===== config.mk =====
export PLATFORM = sky130hd
export DESIGN_NAME = rbbd_decoder
export DESIGN_NICKNAME = d
export VERILOG_FILES = /design/src/rtl/rbbd_pkg.sv /design/src/rtl/rbbd_decoder.sv
export SDC_FILE = /design/constraint.sdc
export NUM_CORES = 1
export LEC_CHECK = 0
export ABC_CLOCK_PERIOD_IN_PS = 6030
export BUFFER_PORTS_ARGS = -buffer_cell sky130_fd_sc_hd__buf_2
export CORE_UTILIZATION = 40
export CTS_CLUSTER_SIZE = 12
export DETAILED_ROUTE_END_ITERATION = 8
export GPL_TIMING_DRIVEN = 0
export SLEW_MARGIN = 20
export SYNTH_ARGS = -nofsm -noshare
export SYNTH_HDL_FRONTEND = slang
export SYNTH_SLANG_ARGS = --single-unit

===== constraint.sdc =====
create_clock -name mclk -period 6.03 [get_ports mclk]
set_input_delay 0.603 -clock mclk [delete_from_list [all_inputs] [get_ports mclk]]
set_output_delay 0.603 -clock mclk [all_outputs]
set_load 0.01 [all_outputs]

===== src/rtl/rbbd_pkg.sv =====
// Constants and carrier types for the instruction group decoder.
package rbbd_pkg;
    // Address width of the program counter.
    localparam int RBBD_AW = 16;
    // High nibble of a read/modify/write opcode selects the addressing form.
    localparam logic [3:0] RBBD_MODE_ACC = 4'h4;
    localparam logic [3:0] RBBD_MODE_IDX = 4'h5;
    localparam logic [3:0] RBBD_MODE_DIR = 4'h3;
    localparam logic [3:0] RBBD_MODE_IX0 = 4'h7;
    localparam logic [3:0] RBBD_MODE_IX1 = 4'h6;
    // Low nibble of a read/modify/write opcode selects the operation.
    localparam logic [3:0] RBBD_OPL_ROR = 4'h6;
    localparam logic [3:0] RBBD_OPL_ROL = 4'h9;
    localparam logic [3:0] RBBD_OPL_TST = 4'hD;
    // Relative branch opcodes handled here.
    localparam logic [7:0] RBBD_OP_BHI = 8'h22;
    localparam logic [7:0] RBBD_OP_BLS = 8'h23;
    localparam logic [7:0] RBBD_OP_BCC = 8'h24;
    localparam logic [7:0] RBBD_OP_BCS = 8'h25;
    localparam logic [7:0] RBBD_OP_BRANCH_IF_HALF_CARRY_CLEAR = 8'h28;
    localparam logic [7:0] RBBD_OP_BRANCH_IF_HALF_CARRY_SET = 8'h29;
    localparam logic [7:0] RBBD_OP_BMC = 8'h2C;
    localparam logic [7:0] RBBD_OP_BMS = 8'h2D;
    localparam logic [7:0] RBBD_OP_BIL = 8'h2E;
    localparam logic [7:0] RBBD_OP_BIH = 8'h2F;
    // High nibble of bit test-and-branch and of bit set/clear opcodes.
    localparam logic [3:0] RBBD_HI_BTB = 4'h0;
    localparam logic [3:0] RBBD_HI_BSC = 4'h1;
    // Instruction lengths in bytes.
    localparam logic [1:0] RBBD_LEN1 = 2'h1;
    localparam logic [1:0] RBBD_LEN2 = 2'h2;
    localparam logic [1:0] RBBD_LEN3 = 2'h3;
    // Execution cycle counts.
    localparam logic [3:0] RBBD_CYC_REG = 4'h4;
    localparam logic [3:0] RBBD_CYC_MEM = 4'h6;
    localparam logic [3:0] RBBD_CYC_IX1 = 4'h7;
    localparam logic [3:0] RBBD_CYC_BR = 4'h4;
    localparam logic [3:0] RBBD_CYC_BTB = 4'hA;
    localparam logic [3:0] RBBD_CYC_BSC = 4'h7;
    localparam logic [3:0] RBBD_CYC_UNK = 4'h1;
    // Operation class, one-hot.
    typedef enum logic [7:0] {
        RBBD_CLS_NONE = 8'h01,
        RBBD_CLS_ROR = 8'h02,
        RBBD_CLS_ROL = 8'h04,
        RBBD_CLS_TST = 8'h08,
        RBBD_CLS_BRANCH = 8'h10,
        RBBD_CLS_BTB = 8'h20,
        RBBD_CLS_SET_MEMORY_BIT = 8'h40,
        RBBD_CLS_CLEAR_MEMORY_BIT = 8'h80
    } rbbd_cls_e;
    // Sequencer state, one-hot.
    typedef enum logic [1:0] {
        RBBD_ST_IDLE = 2'h1,
        RBBD_ST_RUN = 2'h2
    } rbbd_st_e;
    // Condition-code flags from the datapath.
    typedef struct packed {
        logic h;
        logic i;
        logic n;
        logic z;
        logic c;
    } rbbd_flg_s;
    // Decoded instruction description.
    typedef struct packed {
        rbbd_cls_e cls;
        logic known;
        logic [3:0] mode;
        logic [1:0] len;
        logic [3:0] cyc;
        logic wb;
        logic taken;
        logic [2:0] bitn;
    } rbbd_dec_s;
endpackage : rbbd_pkg

===== src/rtl/rbbd_decoder.sv =====
// Decoder and cycle timer for rotate, test, branch and bit instructions.
`timescale 1ns/1ps
// Functional notes
// - Rotate right: 46/56/36/76/66, timed per form.
// - Rotate left: 49/59/39/79/69, timed per form.
// - Test opcodes 3D..7D share read/modify/write timing.
// - Test updates flags, never writes back.
// - 22 higher, 23 lower-or-same, 2 bytes 4.
// - 24 carry clear, 25 carry set.
// - 28/29 branch on half-carry clear/set.
// - 2C/2D branch on interrupt mask clear/set.
// - Sample interrupt pin; 2E branches when low.
// - 2F branches when interrupt line high.
// - Bit-set test branch: 3 bytes, 10 cycles.
// - Bit-clear test branch 01+2n: 3 bytes, 10.
// - Set 10+2n, clear 11+2n: 2 bytes, 7.
// - Bit operations address only the first 256 bytes.
module rbbd_decoder
    import rbbd_pkg::*;
#(
    parameter int AW = RBBD_AW
) (
    input wire logic mclk,
    input wire logic resetn,
    input wire logic op_valid,
    input wire logic [7:0] opcode,
    input wire logic [7:0] operand1,
    input wire logic [7:0] operand2,
    input wire logic [AW-1:0] instr_addr,
    input wire logic [7:0] mem_data,
    input wire rbbd_flg_s flags,
    input wire logic irq_pin,
    output logic dec_valid_q,
    output rbbd_dec_s dec_q,
    output logic [AW-1:0] next_pc_q,
    output logic [AW-1:0] bit_addr_q,
    output logic busy_q
);
    // Interrupt pin synchroniser stages and the filtered level.
    logic irq_s1_q, irq_s2_q, irq_s3_q, irq_lvl_q;
    logic irq_lvl_d;
    // Sequencer state and remaining cycle count.
    rbbd_st_e st_q, st_d;
    logic [3:0] cnt_q, cnt_d;
    logic dec_valid_d, busy_d;
    rbbd_dec_s dec_d, dec_now;
    logic [AW-1:0] next_pc_d, bit_addr_d, seq_pc;
    logic take;

    // Timing of a read/modify/write form, picked by the high nibble.
    function automatic logic [5:0] rmw_time(input logic [3:0] mode);
        case (mode)
            RBBD_MODE_ACC: rmw_time = {RBBD_LEN1, RBBD_CYC_REG};
            RBBD_MODE_IDX: rmw_time = {RBBD_LEN1, RBBD_CYC_REG};
            RBBD_MODE_DIR: rmw_time = {RBBD_LEN2, RBBD_CYC_MEM};
            RBBD_MODE_IX0: rmw_time = {RBBD_LEN1, RBBD_CYC_MEM};
            RBBD_MODE_IX1: rmw_time = {RBBD_LEN2, RBBD_CYC_IX1};
            default: rmw_time = {RBBD_LEN1, RBBD_CYC_UNK};
        endcase
    endfunction : rmw_time

    // True when the form nibble is one of the five handled forms.
    function automatic logic rmw_mode_ok(input logic [3:0] mode);
        rmw_mode_ok = (mode == RBBD_MODE_ACC) || (mode == RBBD_MODE_IDX) ||
            (mode == RBBD_MODE_DIR) || (mode == RBBD_MODE_IX0) ||
            (mode == RBBD_MODE_IX1);
    endfunction : rmw_mode_ok

    // Branch condition for the relative branch opcodes.
    function automatic logic br_cond(input logic [7:0] op,
                                     input rbbd_flg_s f,
                                     input logic irq);
        case (op)
            RBBD_OP_BHI: br_cond = !(f.c | f.z);
            RBBD_OP_BLS: br_cond = f.c | f.z;
            RBBD_OP_BCC: br_cond = !f.c;
            RBBD_OP_BCS: br_cond = f.c;
            RBBD_OP_BRANCH_IF_HALF_CARRY_CLEAR: br_cond = !f.h;
            RBBD_OP_BRANCH_IF_HALF_CARRY_SET: br_cond = f.h;
            RBBD_OP_BMC: br_cond = !f.i;
            RBBD_OP_BMS: br_cond = f.i;
            RBBD_OP_BIL: br_cond = !irq;
            RBBD_OP_BIH: br_cond = irq;
            default: br_cond = 1'b0;
        endcase
    endfunction : br_cond

    // True for the relative branch opcodes that this block owns.
    function automatic logic is_branch(input logic [7:0] op);
        case (op)
            RBBD_OP_BHI, RBBD_OP_BLS, RBBD_OP_BCC, RBBD_OP_BCS,
            RBBD_OP_BRANCH_IF_HALF_CARRY_CLEAR, RBBD_OP_BRANCH_IF_HALF_CARRY_SET, RBBD_OP_BMC, RBBD_OP_BMS,
            RBBD_OP_BIL, RBBD_OP_BIH: is_branch = 1'b1;
            default: is_branch = 1'b0;
        endcase
    endfunction : is_branch

    // Combinational decode of the presented opcode.
    always_comb begin
        dec_now = '0;
        dec_now.cls = RBBD_CLS_NONE;
        dec_now.mode = opcode[7:4];
        dec_now.len = RBBD_LEN1;
        dec_now.cyc = RBBD_CYC_UNK;
        dec_now.bitn = opcode[3:1];
        if (rmw_mode_ok(opcode[7:4]) && (opcode[3:0] == RBBD_OPL_ROR)) begin
            dec_now.cls = RBBD_CLS_ROR;
            dec_now.known = 1'b1;
            {dec_now.len, dec_now.cyc} = rmw_time(opcode[7:4]);
            dec_now.wb = 1'b1;
        end else if (rmw_mode_ok(opcode[7:4]) &&
                     (opcode[3:0] == RBBD_OPL_ROL)) begin
            dec_now.cls = RBBD_CLS_ROL;
            dec_now.known = 1'b1;
            {dec_now.len, dec_now.cyc} = rmw_time(opcode[7:4]);
            dec_now.wb = 1'b1;
        end else if (rmw_mode_ok(opcode[7:4]) &&
                     (opcode[3:0] == RBBD_OPL_TST)) begin
            dec_now.cls = RBBD_CLS_TST;
            dec_now.known = 1'b1;
            {dec_now.len, dec_now.cyc} = rmw_time(opcode[7:4]);
            dec_now.wb = 1'b0;
        end else if (is_branch(opcode)) begin
            // Relative branch: two bytes, fixed time, taken or not.
            dec_now.cls = RBBD_CLS_BRANCH;
            dec_now.known = 1'b1;
            dec_now.len = RBBD_LEN2;
            dec_now.cyc = RBBD_CYC_BR;
            dec_now.taken = br_cond(opcode, flags, irq_lvl_q);
        end else if (opcode[7:4] == RBBD_HI_BTB) begin
            // Test bit and branch: three bytes, ten cycles.
            dec_now.cls = RBBD_CLS_BTB;
            dec_now.known = 1'b1;
            dec_now.len = RBBD_LEN3;
            dec_now.cyc = RBBD_CYC_BTB;
            // Odd opcode branches on a clear bit.
            dec_now.taken = mem_data[opcode[3:1]] ^ opcode[0];
        end else if (opcode[7:4] == RBBD_HI_BSC) begin
            // Set on even opcode, clear on odd one.
            dec_now.cls = opcode[0] ? RBBD_CLS_CLEAR_MEMORY_BIT : RBBD_CLS_SET_MEMORY_BIT;
            dec_now.known = 1'b1;
            dec_now.len = RBBD_LEN2;
            dec_now.cyc = RBBD_CYC_BSC;
            dec_now.wb = 1'b1;
        end
    end

    // Sequential address and branch target arithmetic.
    always_comb begin
        seq_pc = instr_addr + AW'(dec_now.len);
        // Bit operations reach page zero only.
        bit_addr_d = {{(AW-8){1'b0}}, operand1};
        if (dec_now.taken && (dec_now.cls == RBBD_CLS_BTB)) begin
            next_pc_d = seq_pc + {{(AW-8){operand2[7]}}, operand2};
        end else if (dec_now.taken) begin
            next_pc_d = seq_pc + {{(AW-8){operand1[7]}}, operand1};
        end else begin
            next_pc_d = seq_pc;
        end
    end

    // Interrupt pin level changes once the last two stages agree.
    always_comb begin
        irq_lvl_d = (irq_s2_q == irq_s3_q) ? irq_s2_q : irq_lvl_q;
    end

    // Sequencer next state: one instruction at a time, busy for its cycles.
    always_comb begin
        take = op_valid && (st_q == RBBD_ST_IDLE);
        st_d = st_q;
        cnt_d = cnt_q;
        busy_d = busy_q;
        dec_valid_d = 1'b0;
        dec_d = dec_q;
        case (st_q)
            RBBD_ST_IDLE: begin
                // Requests while running are ignored; the CPU waits on busy.
                if (take) begin
                    st_d = RBBD_ST_RUN;
                    cnt_d = dec_now.cyc;
                    busy_d = 1'b1;
                    dec_valid_d = 1'b1;
                    dec_d = dec_now;
                end
            end
            RBBD_ST_RUN: begin
                if (cnt_q <= 4'h1) begin
                    st_d = RBBD_ST_IDLE;
                    cnt_d = 4'h0;
                    busy_d = 1'b0;
                end else begin
                    cnt_d = cnt_q - 4'h1;
                end
            end
            default: begin
                st_d = RBBD_ST_IDLE;
                cnt_d = 4'h0;
                busy_d = 1'b0;
            end
        endcase
    end

    // Registers; reset is synchronous and loads constants only.
    always_ff @(posedge mclk) begin
        if (!resetn) begin
            irq_s1_q <= 1'b0;
            irq_s2_q <= 1'b0;
            irq_s3_q <= 1'b0;
            irq_lvl_q <= 1'b0;
            st_q <= RBBD_ST_IDLE;
            cnt_q <= 4'h0;
            busy_q <= 1'b0;
            dec_valid_q <= 1'b0;
            dec_q <= '0;
            next_pc_q <= '0;
            bit_addr_q <= '0;
        end else begin
            irq_s1_q <= irq_pin;
            irq_s2_q <= irq_s1_q;
            irq_s3_q <= irq_s2_q;
            irq_lvl_q <= irq_lvl_d;
            st_q <= st_d;
            cnt_q <= cnt_d;
            busy_q <= busy_d;
            dec_valid_q <= dec_valid_d;
            dec_q <= dec_d;
            if (take) begin
                next_pc_q <= next_pc_d;
                bit_addr_q <= bit_addr_d;
            end
        end
    end
endmodule : rbbd_decoder


==> flow_metrics.py, run 1 <==
metrics = {
    "status": {
        "outcome": "complete, no violations",
    },
    "power": {
        "cellLeakagePower_nw": 2.608,
        "peakVddDrop_mv": 0.1263,
        "p_per_area_nw_per_um2": 239.9,
        "power_mw": 1.369,
    },
    "final_layout": {
        "diodes": 0,
        "final-instance-count-excl-fill": 845,
        "drive_gt1_share_pct": 20.66,
        "design.final.nets": 797,
        "syn2layout_area_growth_pct": 21.83,
    },
    "drt": {
        "routed_wire_length_per_instance_um": 16.05,
        "first_iter_violations": 222,
        "via_count": 4637,
        "dr.pass1.iters": 8,
        "via_cell_ratio": 5.488,
        "number_of_nets_with_antenna_violations_after_detailed_routing": 0,
        "drc": 0,
        "wl_mm": 13.56,
    },
    "yosys": {
        "ys.flop_type": "sky130_fd_sc_hd__dfxtp_1",
        "top_area_cells_in_the_synthesized_netlist": "sky130_fd_sc_hd__dfxtp_1 25%, sky130_fd_sc_hd__ha_1 11%, sky130_fd_sc_hd__nand2_1 6.3%",
        "async_reset_ff_share_pct": 0,
        "count_of_flip_flops_with_a_built_in_enable_after_synthesis": 0,
        "postSynthAreaPerCell_um2": 8.100,
        "post_synth_most_frequent_cells": "79 x sky130_fd_sc_hd__nand2_1, 58 x sky130_fd_sc_hd__dfxtp_1, 40 x sky130_fd_sc_hd__ha_1",
        "seq_area_frac_synth_pct": 24.80,
        "synthesis.instances": 578,
        "synth.distinct_cells": 68,
        "number_of_synthesis_warnings": 0,
        "synth-seq-cells": 58,
        "synth_area_um2": 4682,
        "synth_top_cell_by_area": "sky130_fd_sc_hd__dfxtp_1",
        "synth_top_cell_area_share_pct": 24.80,
        "yosysMostFrequentCell": "sky130_fd_sc_hd__nand2_1",
    },
    "global_routing": {
        "groute.usage.overall_pct": 23.27,
        "grt_overflow": 0,
        "vias_in_the_first_global_route": 4430,
        "number_of_antenna_violations_at_the_first_check_in_global_routing": 0,
        "grt_first_pass_wirelength_mm": 21.58,
        "grt_start_max_net_pins": 13,
    },
    "worst_setup_path": {
        "category_of_the_most_critical_setup_path": "in -> reg",
        "critical_path.startpoint_type": "primary input",
        "critical_path.endpoint_type": "register",
        "arrival_worst_endpoint_ps": 5840,
        "worstPathRequired_ps": 6230,
        "worstPathMaxFanout": 10,
    },
    "die": {
        "initial_core_util_pct": 41.00,
        "chipHeight_um": 110.2,
        "ioPinCount": 115,
        "core.rowCount": 39,
        "design.die.area_um2": 12140,
        "core_area_um2": 11420,
        "die_width_um": 110.2,
    },
    "sta": {
        "worst_slew_margin_rel_pct": 55.00,
        "fmax_mhz": 177.3,
        "min_period_ps": 5641,
        "fin_worst_hold_slack_ps": 433.2,
        "layout_worst_path_cycle_share_pct": 93.55,
        "setup_violations": 0,
        "skew_ps": 9.066,
        "grt_setup_unrepaired": "no",
        "max_slew.worst_pin.slew_ps": 668.8,
        "report.final.slew_viol_count": 0,
        "final_hold_viol_count": 0,
    },
    "clock_network": {
        "cts_post_setup_buffers_inserted": 0,
        "cts-buffers-inserted": 9,
        "cts_hold_repair.buffers": 0,
        "clkSinkCount": 58,
        "cts.root.buffer_cell": "sky130_fd_sc_hd__clkbuf_16",
        "clk_path_buf_depth": 2,
        "clock_latency_ps": 330,
        "cts_tree": "yes",
        "path_clk_slew_ps": 50,
        "h-tree-depth": 3,
    },
    "place": {
        "placed_cell_count": 829,
        "port_buffers": 101,
        "dpl.hpwl_mm": 10.71,
        "final_wtd_congestion": 0.8883,
    },
    "worst_hold_path": {
        "worst_hold_path_type": "reg -> reg",
    },
    "flow_run": {
        "max_cap_violations": 0,
    },
}
per-stage QoR:
step                      cell area (um^2)  worst slack [ps]  TNS, ps  utilization, %
after detailed placement              5393            -4.658   -4.658           47.23
final                                 5704             389.0        0           49.96
after global placement                5393             76.33        0           47.23
after floorplan                       4708              1062        0               -
after CTS                             5699             297.4        0           49.91
after global routing                  5704             45.34        0           49.96
sequential cells by signal, summed over array words and instances (netlist names), 4 cells and up:
signal,flops
next_pc_q,16
bit_addr_q,8
dec_q,23
cnt_q,4
final timing paths:
check,start,endpoint,slack [ps],depth (start not counted)
max,opcode[0],next_pc_q[15],390,22
min reg2reg,irq_s1_q,irq_s2_q,430,1
max reg2reg,busy_q,bit_addr_q[4],3470,8
min,irq_s1_q,irq_s2_q,430,1
layout by cell type (no fill, tap or decap), types with 8 or more instances in the layout:
| cell | instances |
|---|---|
| sky130_fd_sc_hd__mux2i_1 | 10 |
| sky130_fd_sc_hd__nand2_1 | 79 |
| sky130_fd_sc_hd__nor2_1 | 27 |
| sky130_fd_sc_hd__xnor2_1 | 22 |
| sky130_fd_sc_hd__a21o_1 | 11 |
| sky130_fd_sc_hd__a211oi_1 | 10 |
| sky130_fd_sc_hd__buf_2 | 106 |
| sky130_fd_sc_hd__clkbuf_1 | 18 |
| sky130_fd_sc_hd__buf_4 | 11 |
| sky130_fd_sc_hd__conb_1 | 8 |
| sky130_fd_sc_hd__and2_1 | 11 |
| sky130_fd_sc_hd__clkbuf_16 | 9 |
| sky130_fd_sc_hd__xor2_1 | 20 |
| sky130_fd_sc_hd__o21ai_0 | 21 |
| sky130_fd_sc_hd__nor2b_1 | 12 |
| sky130_fd_sc_hd__nor3_1 | 14 |
| sky130_fd_sc_hd__a21boi_0 | 21 |
| sky130_fd_sc_hd__nand3_1 | 17 |
| sky130_fd_sc_hd__a21oi_1 | 25 |
| sky130_fd_sc_hd__inv_1 | 18 |
| sky130_fd_sc_hd__ha_1 | 40 |
| sky130_fd_sc_hd__dfxtp_1 | 58 |
| sky130_fd_sc_hd__nor4_1 | 11 |
worst max-delay path, stage by stage:
cell and delay, ps:
sky130_fd_sc_hd__buf_2 100, sky130_fd_sc_hd__clkbuf_1 370, sky130_fd_sc_hd__nand3b_1 230, sky130_fd_sc_hd__a211oi_2 400, sky130_fd_sc_hd__and4b_1 270, sky130_fd_sc_hd__a31oi_1 50, sky130_fd_sc_hd__o21a_1 230, sky130_fd_sc_hd__nand2_1 200
sky130_fd_sc_hd__inv_1 110, sky130_fd_sc_hd__fa_1 460, sky130_fd_sc_hd__or3_1 460, sky130_fd_sc_hd__nor2_1 150, sky130_fd_sc_hd__xor2_1 290, sky130_fd_sc_hd__ha_1 290, sky130_fd_sc_hd__nand2_1 80, sky130_fd_sc_hd__nor4_1 260
sky130_fd_sc_hd__nand2_1 130, sky130_fd_sc_hd__a31oi_1 290, sky130_fd_sc_hd__a31oi_1 190, sky130_fd_sc_hd__o211ai_1 350, sky130_fd_sc_hd__mux2i_1 230, sky130_fd_sc_hd__o211ai_1 100
layer usage:
metal  track usage, %  vias to the layer above  routed length [um]
met4            5.921                        0                 158
li1                 -                     2309                   -
met2            41.43                      149                6490
met3            3.410                       16                 721
met1            29.28                     2163                6191
met5                0                        -                   0
where the power goes:
group          switching [mW]  leakage [nW]  internal [mW]
Clock                   0.184         0.145          0.341
Sequential             0.0160         0.475          0.412
Combinational           0.242          1.99          0.173
cell type report:
class,count,area [um^2]
Sequential cell,58,1161
Inverter,18,67.56
Fill cell,1152,5714
Multi-Input combinational cell,472,3291
Buffer,37,193.9
Clock inverter,4,50.05
Tap cell,143,178.9
Timing Repair Buffer,101,505.5
Clock buffer,12,256.5
cell families after synthesis:
family	after synthesis	share of synthesized area, %
xor+xnor	42	7.857
buf+inv	55	5.585
simple gates	212	22.80
compound gates	150	22.61
flops	58	24.80
mux	17	4.302
fa+ha+maj	43	11.97
other cells	1	0.08009
timing repair:
action | in CTS | in global routing
endpoints found under the setup margin | 0 | 2
resized for setup | 0 | 1
endpoints found under the hold margin | 0 | 0
(Power assumes the default switching activity.)
==> run 2: changes to the inputs <==
--- a/config.mk
+++ b/config.mk
@@ -11,4 +11,5 @@
 export CTS_CLUSTER_SIZE = 12
 export DETAILED_ROUTE_END_ITERATION = 8
+export GPL_ROUTABILITY_DRIVEN = 0
 export GPL_TIMING_DRIVEN = 0
 export SLEW_MARGIN = 20
==> constraint.sdc (replaced) <==
create_clock -name mclk -period 6.03 [get_ports mclk]
set_input_delay 0.9045 -clock mclk [delete_from_list [all_inputs] [get_ports mclk]]
set_output_delay 0.9045 -clock mclk [all_outputs]
set_load 0.01 [all_outputs]
==> flow_metrics.py, run 2 (synthesis gave the netlist of run 1 again) <==
metrics = {
    "power": {
        "combinationalPowerShare_pct": 30.5,
        "cellLeakagePower_nw": 2.616,
        "share_clk_of_total_power_pct": 38.1,
        "netSwitchingFraction_pct": 33.44,
        "power.share.sequential_pct": 31.4,
        "power_report.internal_total_mw": 0.9093,
        "power_mw": 1.366,
        "peakVddDrop_mv": 0.1810,
        "p_per_area_nw_per_um2": 239.0,
        "switch_pwr_mw": 0.4568,
    },
    "global_routing": {
        "top_usage_layer": "met2",
        "grt_start_max_net_pins": 13,
        "number_of_antenna_violations_at_the_first_check_in_global_routing": 0,
        "vias_in_the_first_global_route": 4392,
        "grt_first_pass_wirelength_mm": 21.49,
        "globalRouteMet2Util_pct": 40.80,
        "use_met3_pct": 4.115,
        "grt_overflow": 0,
        "groute.layer.met1.usage_pct": 29.20,
        "groute.usage.overall_pct": 23.18,
    },
    "clock_network": {
        "cts.root.buffer_cell": "sky130_fd_sc_hd__clkbuf_16",
        "clock_latency_ps": 330,
        "cts-buffers-inserted": 9,
        "path_clk_slew_ps": 60,
        "cts_tree": "yes",
        "cts_post_setup_buffers_inserted": 0,
        "cts.repair.resized": 1,
        "clk_path_buf_depth": 2,
        "h-tree-depth": 3,
        "cts_hold_repair.buffers": 0,
        "clkSinkCount": 58,
    },
    "final_layout": {
        "largest_registers": "dec_q x23, next_pc_q x16, bit_addr_q x8",
        "design.final.nets": 797,
        "most-common-layout-cells": "106 x sky130_fd_sc_hd__buf_2, 79 x sky130_fd_sc_hd__nand2_1, 58 x sky130_fd_sc_hd__dfxtp_1",
        "layout_commonest_cell": "sky130_fd_sc_hd__buf_2",
        "largest_register": "dec_q",
        "drive_gt1_share_pct": 21.23,
        "max_ffs_per_register": 23,
        "final-instance-count-excl-fill": 845,
        "syn2layout_area_growth_pct": 22.10,
        "diodes": 0,
    },
    "worst_setup_path": {
        "critical_path.endpoint_type": "register",
        "worstPathRequired_ps": 6230,
        "worstPathMaxFanout": 10,
        "worst_setup_path_startpoint": "opcode[1]",
        "critical_path.startpoint_type": "primary input",
        "ff2ff_path_depth": 8,
        "worstReg2RegEnd": "dec_q[21]",
        "category_of_the_most_critical_setup_path": "in -> reg",
        "critPathCapture": "next_pc_q[15]",
        "critical_path.reg2reg.startpoint": "busy_q",
        "arrival_worst_endpoint_ps": 5920,
        "worst-r2r-setup-slack_ps": 3440,
    },
    "drt": {
        "routed_wire_length_per_instance_um": 16.10,
        "wl_mm": 13.61,
        "dr.pass1.iters": 5,
        "number_of_nets_with_antenna_violations_after_detailed_routing": 0,
        "via_cell_ratio": 5.430,
        "via_count": 4588,
        "drc": 0,
        "first_iter_violations": 240,
    },
    "place": {
        "dp_slack_ps": -328.6,
        "placed_cell_count": 829,
        "port_buffers": 101,
        "dpl.hpwl_mm": 10.75,
    },
    "sta": {
        "layout_worst_path_cycle_share_pct": 94.93,
        "min_period_ps": 5724,
        "skew_ps": 5.662,
        "max_slew.worst_pin.slew_ps": 657.6,
        "setup-tns-final_ps": 0,
        "final_critical_path_setup_slack_ps": 305.7,
        "setup_violations": 0,
        "grt_setup_unrepaired": "no",
        "final_hold_viol_count": 0,
        "fin_worst_hold_slack_ps": 442.3,
        "fmax_mhz": 174.7,
        "report.final.slew_viol_count": 0,
        "worst_slew_margin_rel_pct": 56.16,
    },
    "die": {
        "design.die.area_um2": 12140,
        "ioPinCount": 115,
        "initial_core_util_pct": 41.00,
        "die_width_um": 110.2,
        "core.rowCount": 39,
        "chipHeight_um": 110.2,
        "core_area_um2": 11420,
    },
    "status": {
        "outcome": "complete, no violations",
    },
    "flow_run": {
        "max_cap_violations": 0,
    },
    "worst_hold_path": {
        "worst_hold_path_type": "reg -> reg",
    },
}
==> run 2: per-layer routing <==
layer  up-vias  wire length, um
met4         0              184
met5         -                0
li1       2314                -
met3        14              795
met1      2110             6187
met2       150             6439
==> run 2: power by group through the flow <==
stage	registers, mW	clock network (mW)	logic (mW)
3_5_place_dp	0.437	0	0.411
3_3_place_gp	0.436	0	0.402
5_1_grt	0.431	0.550	0.465
4_1_cts	0.429	0.528	0.414
2_1_floorplan	0.446	0	0.275
6_report	0.428	0.520	0.417
==> run 2: worst min path at each step <==
stage              from       end  slack, ps  depth (start not counted)
5_1_grt        irq_s1_q  irq_s2_q        460                          1
6_report       irq_s1_q  irq_s2_q        440                          1
4_1_cts        irq_s1_q  irq_s2_q        450                          1
3_5_place_dp   irq_s1_q  irq_s2_q        430                          1
3_3_place_gp   irq_s1_q  irq_s2_q        420                          1
2_1_floorplan  irq_s1_q  irq_s2_q        410                          1
==> run 2: critical path, stage by stage <==
cell	delay, ps
sky130_fd_sc_hd__buf_2	130
sky130_fd_sc_hd__buf_2	190
sky130_fd_sc_hd__nand3b_1	270
sky130_fd_sc_hd__a211oi_4	360
sky130_fd_sc_hd__and4b_1	280
sky130_fd_sc_hd__a31oi_1	50
sky130_fd_sc_hd__o21a_1	240
sky130_fd_sc_hd__nand2_1	200
sky130_fd_sc_hd__inv_1	100
sky130_fd_sc_hd__fa_1	460
sky130_fd_sc_hd__or3_1	460
sky130_fd_sc_hd__nor2_1	160
sky130_fd_sc_hd__xor2_1	290
sky130_fd_sc_hd__ha_1	290
sky130_fd_sc_hd__nand2_1	80
sky130_fd_sc_hd__nor4_1	260
sky130_fd_sc_hd__nand2_1	140
sky130_fd_sc_hd__a31oi_2	220
sky130_fd_sc_hd__a31oi_1	160
sky130_fd_sc_hd__o211ai_1	330
sky130_fd_sc_hd__mux2i_1	230
sky130_fd_sc_hd__o211ai_1	100
==> run 2: cell type report <==
cell class              count  area [um^2]
repair buffers            101        505.5
clock inverters             7        77.57
multi-input cells         472         3304
fillers                  1155         5702
inverters                  18        67.56
plain buffers              37        196.4
flip-flops and latches     58         1161
clock buffers               9        225.2
well taps                 143        178.9
==> run 2: stage by stage <==
step           cell area [um^2]  util (%)
5_1_grt                    5717     50.07
4_1_cts                    5700     49.92
6_report                   5717     50.07
3_3_place_gp               5393     47.23
3_5_place_dp               5393     47.23
2_1_floorplan              4708         -
